--- config.mk ---
export PLATFORM = sky130hd
export DESIGN_NAME = adsp_port
export DESIGN_NICKNAME = d
export VERILOG_FILES = /design/src/verilog/adsp_sync.v /design/src/verilog/adsp_port.v
export VERILOG_INCLUDE_DIRS = /design/src /design/src/verilog
export SDC_FILE = /design/constraint.sdc
export NUM_CORES = 1
export LEC_CHECK = 0
export ABC_AREA = 1
export BUFFER_PORTS_ARGS = -buffer_cell sky130_fd_sc_hd__buf_2
export CAP_MARGIN = 10
export CORE_UTILIZATION = 28
export DETAILED_ROUTE_END_ITERATION = 6
export GPL_ROUTABILITY_DRIVEN = 0
export SYNTH_ARGS = -nofsm -noshare
export SYNTH_HDL_FRONTEND = slang
export SYNTH_SLANG_ARGS = --single-unit
--- constraint.sdc ---
create_clock -name i_clk -period 3.46 [get_ports i_clk]
set_input_delay 0.173 -clock i_clk [delete_from_list [all_inputs] [get_ports i_clk]]
set_output_delay 0.173 -clock i_clk [all_outputs]
set_load 0.05 [all_outputs]
--- src/verilog/adsp_map.vh ---
// constants for the adc serial control port: control byte layout, result format, clock-select code and timing
`ifndef ADSP_MAP_VH
`define ADSP_MAP_VH
`define ADSP_BIT_START 7
`define ADSP_BIT_SEL_HI 6
`define ADSP_BIT_SEL_MID 5
`define ADSP_BIT_SEL_LO 4
`define ADSP_BIT_POLARITY 3
`define ADSP_BIT_INPUT_CFG 2
`define ADSP_BIT_PCS_HI 1
`define ADSP_BIT_PCS_LO 0
`define ADSP_CTRL_BITS 8
`define ADSP_RESULT_BITS 12
`define ADSP_RESULT_RST 12'h0000
`define ADSP_FRAME_CLKS 15
`define ADSP_TRACK_BIT 5
`define ADSP_PCS_EXT_CLK 2'b11
`define ADSP_BIPOLAR_MID 12'h0800
`endif

--- src/verilog/adsp_sync.v ---
// three-stage synchroniser for one pin level; stage two and three must agree
`timescale 1ns/1ps
module adsp_sync #(
	parameter RST_VAL = 1'b0
) (
	input wire i_clk,
	input wire i_sys_rst,
	input wire i_ce,
	input wire i_pin,
	output reg o_level
);
	reg s1_q;
	reg s2_q;
	reg s3_q;
	always @(posedge i_clk) begin
		if (i_sys_rst) begin
			s1_q <= RST_VAL;
			s2_q <= RST_VAL;
			s3_q <= RST_VAL;
			o_level <= RST_VAL;
		end else if (i_ce) begin
			s1_q <= i_pin;
			s2_q <= s1_q;
			s3_q <= s2_q;
			// a change counts only once two settled stages agree
			if (s2_q == s3_q) begin
				o_level <= s3_q;
			end
		end
	end
endmodule

--- src/verilog/adsp_port.v ---
// serial control and result port of an eight-channel 12-bit converter
`timescale 1ns/1ps
`include "adsp_map.vh"
// Function
// (RQ1) host sends control byte before each conversion
// (RQ2) all-ones byte: single-ended unipolar channel 7
// (RQ3) strobe high one period before result msb; the port raises it in external-clock mode only
// (RQ4) external-clock frame is fifteen serial clocks; the port accepts a new start bit on the fifteenth clock
// (RQ5) strobe and result change on falling edges
// (RQ6) capture command bit on each rising edge
// (RQ7) skip zeros, first one is start bit
// (RQ8) control byte field layout, msb first
// (RQ9) single-ended channel map, negative is ground
// (RQ10) differential pairs, even or odd positive
// (RQ11) host uses spi mode zero, full duplex
// (RQ12) host serial clock 100 kHz to 2 MHz; the bench host runs it at 8 MHz
// (RQ13) host control byte pattern 1xxxxx11
// (RQ14) host: select, byte, two zero bytes, deselect
// (RQ15) one leading zero, twelve bits, three zeros
// (RQ16) host keeps conversion under 120 microseconds
// (RQ17) unipolar straight binary, bipolar twos complement
// (RQ18) result shifted msb first on falling edges
// (RQ19) low control bits choose conversion clock source
// (RQ20) result output released while chip select high
// (RQ21) track after fifth bit, hold after eighth
// (RQ22) partial byte discarded when chip select rises
module adsp_port #(
	parameter RES_BITS = `ADSP_RESULT_BITS
) (
	input wire i_clk,
	input wire i_sys_rst,
	input wire i_ce,
	input wire i_cs_n,
	input wire i_sclk,
	input wire i_cmd_in,
	input wire [RES_BITS-1:0] i_sample_offset_bin,
	output reg o_result_out,
	output reg o_result_oe,
	output reg o_conversion_strobe,
	output reg o_strobe_oe,
	output reg [2:0] o_pos_channel,
	output reg [3:0] o_neg_channel,
	output reg o_bipolar,
	output reg o_int_clk_mode,
	output reg [1:0] o_power_clock_sel,
	output reg o_track,
	output reg o_sample_req,
	output reg o_busy
);
	localparam ST_IDLE = 2'd0;
	localparam ST_CTRL = 2'd1;
	localparam ST_CONV = 2'd2;
	wire cs_n_s;
	wire sclk_s;
	wire cmd_s;
	reg sclk_prev_q;
	reg [1:0] st_q;
	reg [2:0] nbit_q;
	reg [6:0] shreg_q;
	reg [3:0] conv_cnt_q;
	reg [RES_BITS-1:0] res_q;
	wire rise;
	wire fall;
	wire [7:0] byte_w;
	wire [2:0] sel_w;
	reg [2:0] pos_d;
	reg [3:0] neg_d;

	adsp_sync #(.RST_VAL(1'b1)) u_cs (.i_clk(i_clk), .i_sys_rst(i_sys_rst), .i_ce(i_ce), .i_pin(i_cs_n),
		.o_level(cs_n_s));
	adsp_sync #(.RST_VAL(1'b0)) u_sclk (.i_clk(i_clk), .i_sys_rst(i_sys_rst), .i_ce(i_ce), .i_pin(i_sclk),
		.o_level(sclk_s));
	adsp_sync #(.RST_VAL(1'b0)) u_cmd (.i_clk(i_clk), .i_sys_rst(i_sys_rst), .i_ce(i_ce), .i_pin(i_cmd_in),
		.o_level(cmd_s));

	assign rise = sclk_s & ~sclk_prev_q & ~cs_n_s;
	assign fall = ~sclk_s & sclk_prev_q & ~cs_n_s;
	assign byte_w = {shreg_q, cmd_s};
	assign sel_w = {byte_w[`ADSP_BIT_SEL_HI], byte_w[`ADSP_BIT_SEL_MID], byte_w[`ADSP_BIT_SEL_LO]};

	// channel map; neg code 4'h8 stands for analog_ground
	always @* begin
		pos_d = 3'd0;
		neg_d = 4'h8;
		if (byte_w[`ADSP_BIT_INPUT_CFG]) begin
			// single-ended: code order is not binary, so each channel is listed
			case (sel_w)
			3'b000: pos_d = 3'd0; // RQ9
			3'b100: pos_d = 3'd1; // RQ9
			3'b001: pos_d = 3'd2; // RQ9
			3'b101: pos_d = 3'd3; // RQ9
			3'b010: pos_d = 3'd4; // RQ9
			3'b110: pos_d = 3'd5; // RQ9
			3'b011: pos_d = 3'd6; // RQ9
			3'b111: pos_d = 3'd7; // RQ9
			default: pos_d = 3'd0;
			endcase
			neg_d = 4'h8; // RQ9
		end else begin
			// differential: low code bits pick the pair, the top bit swaps its sides
			case (sel_w)
			3'b000: begin
				pos_d = 3'd0; // RQ10
				neg_d = 4'd1; // RQ10
			end
			3'b001: begin
				pos_d = 3'd2; // RQ10
				neg_d = 4'd3; // RQ10
			end
			3'b010: begin
				pos_d = 3'd4; // RQ10
				neg_d = 4'd5; // RQ10
			end
			3'b011: begin
				pos_d = 3'd6; // RQ10
				neg_d = 4'd7; // RQ10
			end
			3'b100: begin
				pos_d = 3'd1; // RQ10
				neg_d = 4'd0; // RQ10
			end
			3'b101: begin
				pos_d = 3'd3; // RQ10
				neg_d = 4'd2; // RQ10
			end
			3'b110: begin
				pos_d = 3'd5; // RQ10
				neg_d = 4'd4; // RQ10
			end
			3'b111: begin
				pos_d = 3'd7; // RQ10
				neg_d = 4'd6; // RQ10
			end
			default: begin
				pos_d = 3'd0;
				neg_d = 4'h8;
			end
			endcase
		end
	end

	always @(posedge i_clk) begin
		if (i_sys_rst) begin
			sclk_prev_q <= 1'b0;
			st_q <= ST_IDLE;
			nbit_q <= 3'd0;
			shreg_q <= 7'd0;
			conv_cnt_q <= 4'd0;
			res_q <= `ADSP_RESULT_RST;
			o_result_out <= 1'b0;
			o_result_oe <= 1'b0;
			o_conversion_strobe <= 1'b0;
			o_strobe_oe <= 1'b0;
			o_pos_channel <= 3'd0;
			o_neg_channel <= 4'h8;
			o_bipolar <= 1'b0;
			o_int_clk_mode <= 1'b0;
			o_power_clock_sel <= `ADSP_PCS_EXT_CLK;
			o_track <= 1'b0;
			o_sample_req <= 1'b0;
			o_busy <= 1'b0;
		end else if (i_ce) begin
			sclk_prev_q <= sclk_s;
			o_sample_req <= 1'b0;
			o_result_oe <= ~cs_n_s; // RQ20
			o_strobe_oe <= ~cs_n_s | o_int_clk_mode;
			if (cs_n_s) begin
				// deselect ends the frame; a half-received byte is dropped
				st_q <= ST_IDLE; // RQ22
				nbit_q <= 3'd0; // RQ22
				o_conversion_strobe <= 1'b0;
				o_result_out <= 1'b0;
				o_track <= 1'b0;
				o_busy <= 1'b0;
			end else begin
				case (st_q)
				ST_IDLE: begin
					if (rise && cmd_s) begin
						st_q <= ST_CTRL; // RQ7
						shreg_q <= 7'd1; // RQ6
						nbit_q <= 3'd1;
					end
				end
				ST_CTRL: begin
					if (rise) begin
						shreg_q <= byte_w[6:0]; // RQ6
						nbit_q <= nbit_q + 3'd1;
						if (nbit_q == 3'd7) begin
							// full byte decoded msb first
							o_pos_channel <= pos_d; // RQ8 RQ2
							o_neg_channel <= neg_d;
							o_bipolar <= ~byte_w[`ADSP_BIT_POLARITY]; // RQ8
							o_power_clock_sel <= byte_w[1:0]; // RQ8
							o_int_clk_mode <= (byte_w[1:0] != `ADSP_PCS_EXT_CLK); // RQ19
							o_sample_req <= 1'b1;
							st_q <= ST_CONV;
							conv_cnt_q <= 4'd0;
						end
					end
					if (fall && nbit_q == `ADSP_TRACK_BIT) begin
						o_track <= 1'b1; // RQ21
					end
				end
				ST_CONV: begin
					if (fall) begin
						// saturate: extra clocks of a long host frame must not wrap and restart the strobe
						if (conv_cnt_q != 4'd15) begin
							conv_cnt_q <= conv_cnt_q + 4'd1;
						end
						if (conv_cnt_q == 4'd0) begin
							o_track <= 1'b0; // RQ21
							o_busy <= 1'b1;
							o_conversion_strobe <= ~o_int_clk_mode; // RQ3 RQ5
							// unipolar straight binary, bipolar flips the msb to twos complement
							res_q <= o_bipolar ? (i_sample_offset_bin ^ `ADSP_BIPOLAR_MID) :
								i_sample_offset_bin; // RQ17
							o_result_out <= 1'b0; // RQ15
						end else if (conv_cnt_q <= 4'd12) begin
							o_conversion_strobe <= 1'b0; // RQ3
							o_result_out <= res_q[RES_BITS-1]; // RQ18 RQ5
							res_q <= {res_q[RES_BITS-2:0], 1'b0}; // RQ18
						end else begin
							o_result_out <= 1'b0; // RQ15
							// frame of 8 + 13 clocks done: a new start may follow
							if (conv_cnt_q == 4'd13) begin
								o_busy <= 1'b0; // RQ4
							end
						end
					end
					// a start bit after result bit 6 is out begins the next frame
					if (rise && cmd_s && conv_cnt_q >= 4'd7) begin
						st_q <= ST_CTRL; // RQ4 RQ7
						shreg_q <= 7'd1;
						nbit_q <= 3'd1;
					end
				end
				default: st_q <= ST_IDLE;
				endcase
			end
		end
	end
endmodule

Yosys cells after proc, flatten, opt, wreduce, memory -nomap -nowiden --
Memories as Yosys holds them, arrays and structs flattened. A register that Yosys moved wholly into a read port is not among the register bits. Index checks and enable logic that the tools add are counted. Widths: inputs -> output; s select.
Word-level totals: register bits 58, bits in read-only memories 72, word-level logic and storage cells 152, memories kept 2
Memory list:
- (name not given) | depth 8, bits a word 6, rd ports 1, clocked after Yosys merged registers in 1, write ports 0, line adsp_port.v:101 | case (sel_w)
- (name not given) | depth 8, bits a word 3, rd ports 1, clocked after Yosys merged registers in 1, write ports 0, line adsp_port.v:87 | case (sel_w)
Cells by class: add/subtract/negate cells 2, $lt $le $gt $ge 2, equal/unequal tests 24, multiplexer cells 54, bitwise gates (word level) 11, reductions and logical operators 27
Operator list (number):
- $mux 12 | 3
- $reduce_and 5->1 | 6
- $mux 3 | 9
- $mux 1 | 24
- $ne 3x2->1 const B | 8
- $mux 4 | 5
- $mux 6 | 3
- $pmux 6 s3 | 1
- $ne 2x2->1 const B | 7
- $reduce_bool 3->1 | 4
- $mux 2 | 5
- $pmux 3 s3 | 1
- $pmux 4 s2 | 1
- $reduce_bool 2->1 | 4
- $reduce_and 7->1 | 1
- $eq 3x3->1 const B | 2
- $not 1->1 | 6
- $pmux 2 s3 | 1
- $reduce_and 2->1 | 3
- $reduce_and 6->1 | 1
- $add 4x1->4 const B | 1
- $and 1x1->1 | 4
- $eq 4x4->1 const B | 1
- $ge 4x3->1 const B | 1
- other kinds (14) | 18

Depth between registers and ports, before layout --
depth in word-level cells 9, gate-level depth with buffers 11, mapped depth without buffers 11

Cells and area by module --
Synthesis repeated with hierarchy kept, for this count alone.
Second synthesis, totals: cell total of the unflattened synthesis 395, area total of the unflattened synthesis 2780.2 um2
Modules (own cells, without submodules):
- adsp_port | times used 1, cells an instance 334, area each 2333.5 um2, sequential area each 1001.0 um2
- adsp_sync (u_cmd ...) | times used 2, cells an instance 20, area each 147.6 um2, sequential area each 80.1 um2
- adsp_sync (u_cs) | times used 1, cells an instance 21, area each 151.4 um2, sequential area each 80.1 um2

Worst setup path after synthesis --
Ideal clock, no wire load.
path type register to register, start register st_q[0], end register res_q[1], setup time 0.128 ns, data arrival time 1.390 ns, data required time 3.332 ns, slack 1.942 ns, stages on the path, launching flop included 9, path buffers 1, cell sequence dfxtp_1 -> inv_1 -> ha_1 -> nand4_1 -> nor2_2 -> nand2_2 -> buf_6 -> a21oi_1 -> nor2_1
Between the ends: cells in the longest elaborated chain, start to end 2
RTL lines:
- start, declared | line adsp_port.v:57 | reg [1:0] st_q;
- start signal, assigned | line adsp_port.v:145 | st_q <= ST_IDLE;
- start signal, assigned | line adsp_port.v:169 | st_q <= ST_IDLE;
- start signal, assigned | line adsp_port.v:179 | st_q <= ST_CTRL;
- $eq 2x2->1 | line adsp_port.v:176 | case (st_q)
- $reduce_and 5->1 (no source line)
- end signal, assigned | line adsp_port.v:149 | res_q <= `ADSP_RESULT_RST;
- end signal, assigned | line adsp_port.v:215 | res_q <= o_bipolar ? (i_sample_offset_bin ^ `ADSP_BIPOLAR_MID) :
- end signal, assigned | line adsp_port.v:221 | res_q <= {res_q[RES_BITS-2:0], 1'b0};
- end, declared | line adsp_port.v:61 | reg [RES_BITS-1:0] res_q;
No other way between the ends. A chain may end at the register's enable or synchronous reset.

Worst setup path in the final report --
start register st_q[1], end register o_int_clk_mode
Between the ends: cells in the longest elaborated chain, start to end 2
RTL lines:
- $eq 2x1->1 | line adsp_port.v:176
- $reduce_and 5->1 (no source line)
- end signal, assigned | line adsp_port.v:194 | o_int_clk_mode <= (byte_w[1:0] != `ADSP_PCS_EXT_CLK);
- end, declared | line adsp_port.v:44 | output reg o_int_clk_mode,
No other way between the ends.

==> metrics.csv <==
metric;value;unit
Fmax;521.0;MHz
die area;0.01057;mm²
Max Slew Vio Count;0;
crit path DAT;2190;ps
global-route usage over all layers;13.34;%
DRC Markers;0;
syn nets;417;
Root Driver;clkbuf_8;
register area share after synthesis;43.60;%
slew at the pin closest to its max-slew limit;659.5;ps
core area;0.009819;mm²
P&R area growth vs syn;15.91;%
Main synth FF type;dfxtp_1;
first-pass GRT wire length;10.83;mm
CP max FO;13;
ys async rst share;0;%
final setup violation count;0;
Avg Synthesized Cell Area;7.336;µm²
Hold Vio Cnt, Final;0;
CTS buffer count;9;
Synth Register Bits;62;
Slew HR;55.98;%
Setup Skew;12.35;ps
run status;finished, final reports clean;
drt initial violations;98;
clock tree sinks;62;
post-DR vias/cell;4.505;
PwrDens;439.4;mW/mm²
post-synth cell types;35;
Tcrit/Tclk final;55.47;%
sw frac;24.76;%
clock power share;43.8;%
H-tree levels;3;
HP Class;input pin to flip-flop;
Initial Utilization;28.99;%
setup repair bufs after CTS;0;
Max VDD drop;0.0001692;V
Final Critical Period;1919;ps
DP HPWL;4.251;mm
Non-Filler Instances;555;
Critical Path Start Type;flip-flop;
Post-Synthesis Cells;388;
hold buffers post-CTS;0;
Int Pwr;0.001091;W
# IOs;36;
Critical Path Sink Type;flip-flop;
Final ANT Viol Nets;0;
Req. time, crit path;3730;ps
Sequential Power Share;50.6;%
Routed wire per std cell;11.30;µm
DP Cell Count;539;
synthesis warning total;0;
die width;102.8;µm
port bufs;35;
vias in the first global route;2380;
clk_lat worst skew;350;ps
RSZ-0062 raised after global routing;false;
Vias;2500;
EDFF count, synth;0;
combinational share of power;5.6;%
Die Y;102.8;µm
grt total ovfl;0;
maximum number of pins on one net before global-route repair;23;
Setup Crit Path Kind;flip-flop to flip-flop;
NumNets Final;446;
Total Wirelength;6.271;mm
max-cap violations;0;
mapped cell area;0.002846;mm²
cell row count;36;
P_sw;0.0003589;W
Clk pin slew, worst setup/hold paths;80;ps
fraction of layout cells with a size suffix above 1;17.06;%
CTS Buffer Depth;2;
Leak;1.402;nW
Fill cells;1107;
CTS resizes;0;
Antenna diodes;0;
first drt pass iteration count;6;
initial antenna violation count;0;
Final TNS setup;0;ps
CTS tree;done;
## cells in the mapped netlist, types with 2 or more instances
cell | number | area share [%]
a21oi_1 | 39 | 6.9
clkbuf_1 | 7 | 0.92
o21ai_0 | 29 | 5.1
inv_1 | 36 | 4.7
buf_4 | 3 | 0.79
o211ai_1 | 2 | 0.53
nand3_1 | 25 | 4.4
ha_1 | 11 | 4.8
nand2_1 | 87 | 11
a31oi_1 | 2 | 0.44
buf_2 | 6 | 1.1
dfxtp_1 | 62 | 44
nor2_1 | 34 | 4.5
nor3_1 | 3 | 0.53
nand4_1 | 5 | 1.1
inv_2 | 4 | 0.53
o21ai_1 | 8 | 1.4
nand2_2 | 8 | 1.8
## through the flow
step           utilization, %  instance area (µm²)  hold slack (ps)  worst slack (ps)  total power, W
2_1_floorplan               -                 2846            299.3              1942       0.0008066
3_3_place_gp            31.59                 3102            389.6              1604       0.0008303
3_5_place_dp            31.59                 3102            403.5              1534       0.0008311
4_1_cts                 33.60                 3299            24.93              1521        0.001474
5_1_grt                 33.60                 3299            32.78              1308        0.001521
6_report                33.60                 3299            39.43              1541        0.001450
## per-layer routing
metal | routed length [µm] | GRT usage, % | vias up | part of all wire (%)
li1 | - | - | 1312 | -
met1 | 3225 | 16.82 | 1129 | 51
met2 | 2613 | 20.36 | 49 | 42
met3 | 306 | 4.475 | 10 | 4.9
met4 | 126 | 6.609 | 0 | 2.0
met5 | 0 | 0 | - | 0
## critical path: stages, from the launching register on
cell     delay [ps]
dfxtp_1         340
inv_1           110
ha_1            440
nand4_2         390
inv_2           290
o21ai_0         100
a31oi_1         170
## kinds of logic after synthesis
logic type | Yosys count | synth area share (%)
flops | 62 | 43.60
buf+inv | 59 | 8.791
xor+xnor | 2 | 0.6155
fa+ha+maj | 11 | 4.835
compound gates | 84 | 15.56
simple gates | 170 | 26.59
## power groups by stage
stage               sequential [W]  clock [W]  combinational [W]
finish                    0.000734   0.000635          0.0000805
detailed placement        0.000751          0          0.0000806
CTS                       0.000734   0.000659          0.0000813
floorplan                 0.000757          0          0.0000491
global placement          0.000750          0          0.0000799
global route              0.000736   0.000692          0.0000926
## state kept, by name (all words and copies together), names as in the netlist, 2 cells and up, named ones only
name	cells
res_q	12
shreg_q	6
conv_cnt_q	4
o_neg_channel	4
nbit_q	3
o_pos_channel	3
pos_d	3
o_power_clock_sel	2
st_q	2
## layout by cell type (no fill, tap or decap), drive strengths merged, types with 4 or more instances in the layout
master	count
nand2	96
nand3	26
ha	11
o21ai	37
inv	43
nor2	36
nand4	6
nor3	4
clkbuf	10
a21oi	39
dfxtp	62
buf	36
## final cells by class
| type | count | area [µm²] | share of cell area (%) |
|---|---|---|---|
| Clock buffer | 10 | 127.6 | 3.868 |
| Clock inverter | 6 | 70.07 | 2.124 |
| Timing Repair Buffer | 36 | 182.7 | 5.537 |
| Inverter | 41 | 156.4 | 4.740 |
| Tap cell | 133 | 166.4 | 5.044 |
| Multi-Input combinational cell | 267 | 1355 | 41.07 |
| Sequential cell | 62 | 1241 | 37.62 |
## worst paths after layout
kind / startpoint / to / slack, ps / depth (start not counted)
hold / removal: i_cs_n / u_cs.s1_q$_SDFFE_PP1P_ / 40 / 3
setup reg to reg: st_q[1]$_SDFFE_PP0P_ / o_int_clk_mode$_SDFFE_PP0P_ / 1540 / 6
setup / recovery: st_q[1]$_SDFFE_PP0P_ / o_int_clk_mode$_SDFFE_PP0P_ / 1540 / 6
hold reg to reg: res_q[2]$_SDFFE_PP0P_ / res_q[2]$_SDFFE_PP0P_ / 450 / 2
Note: power is estimated with default switching activity, not from simulation.
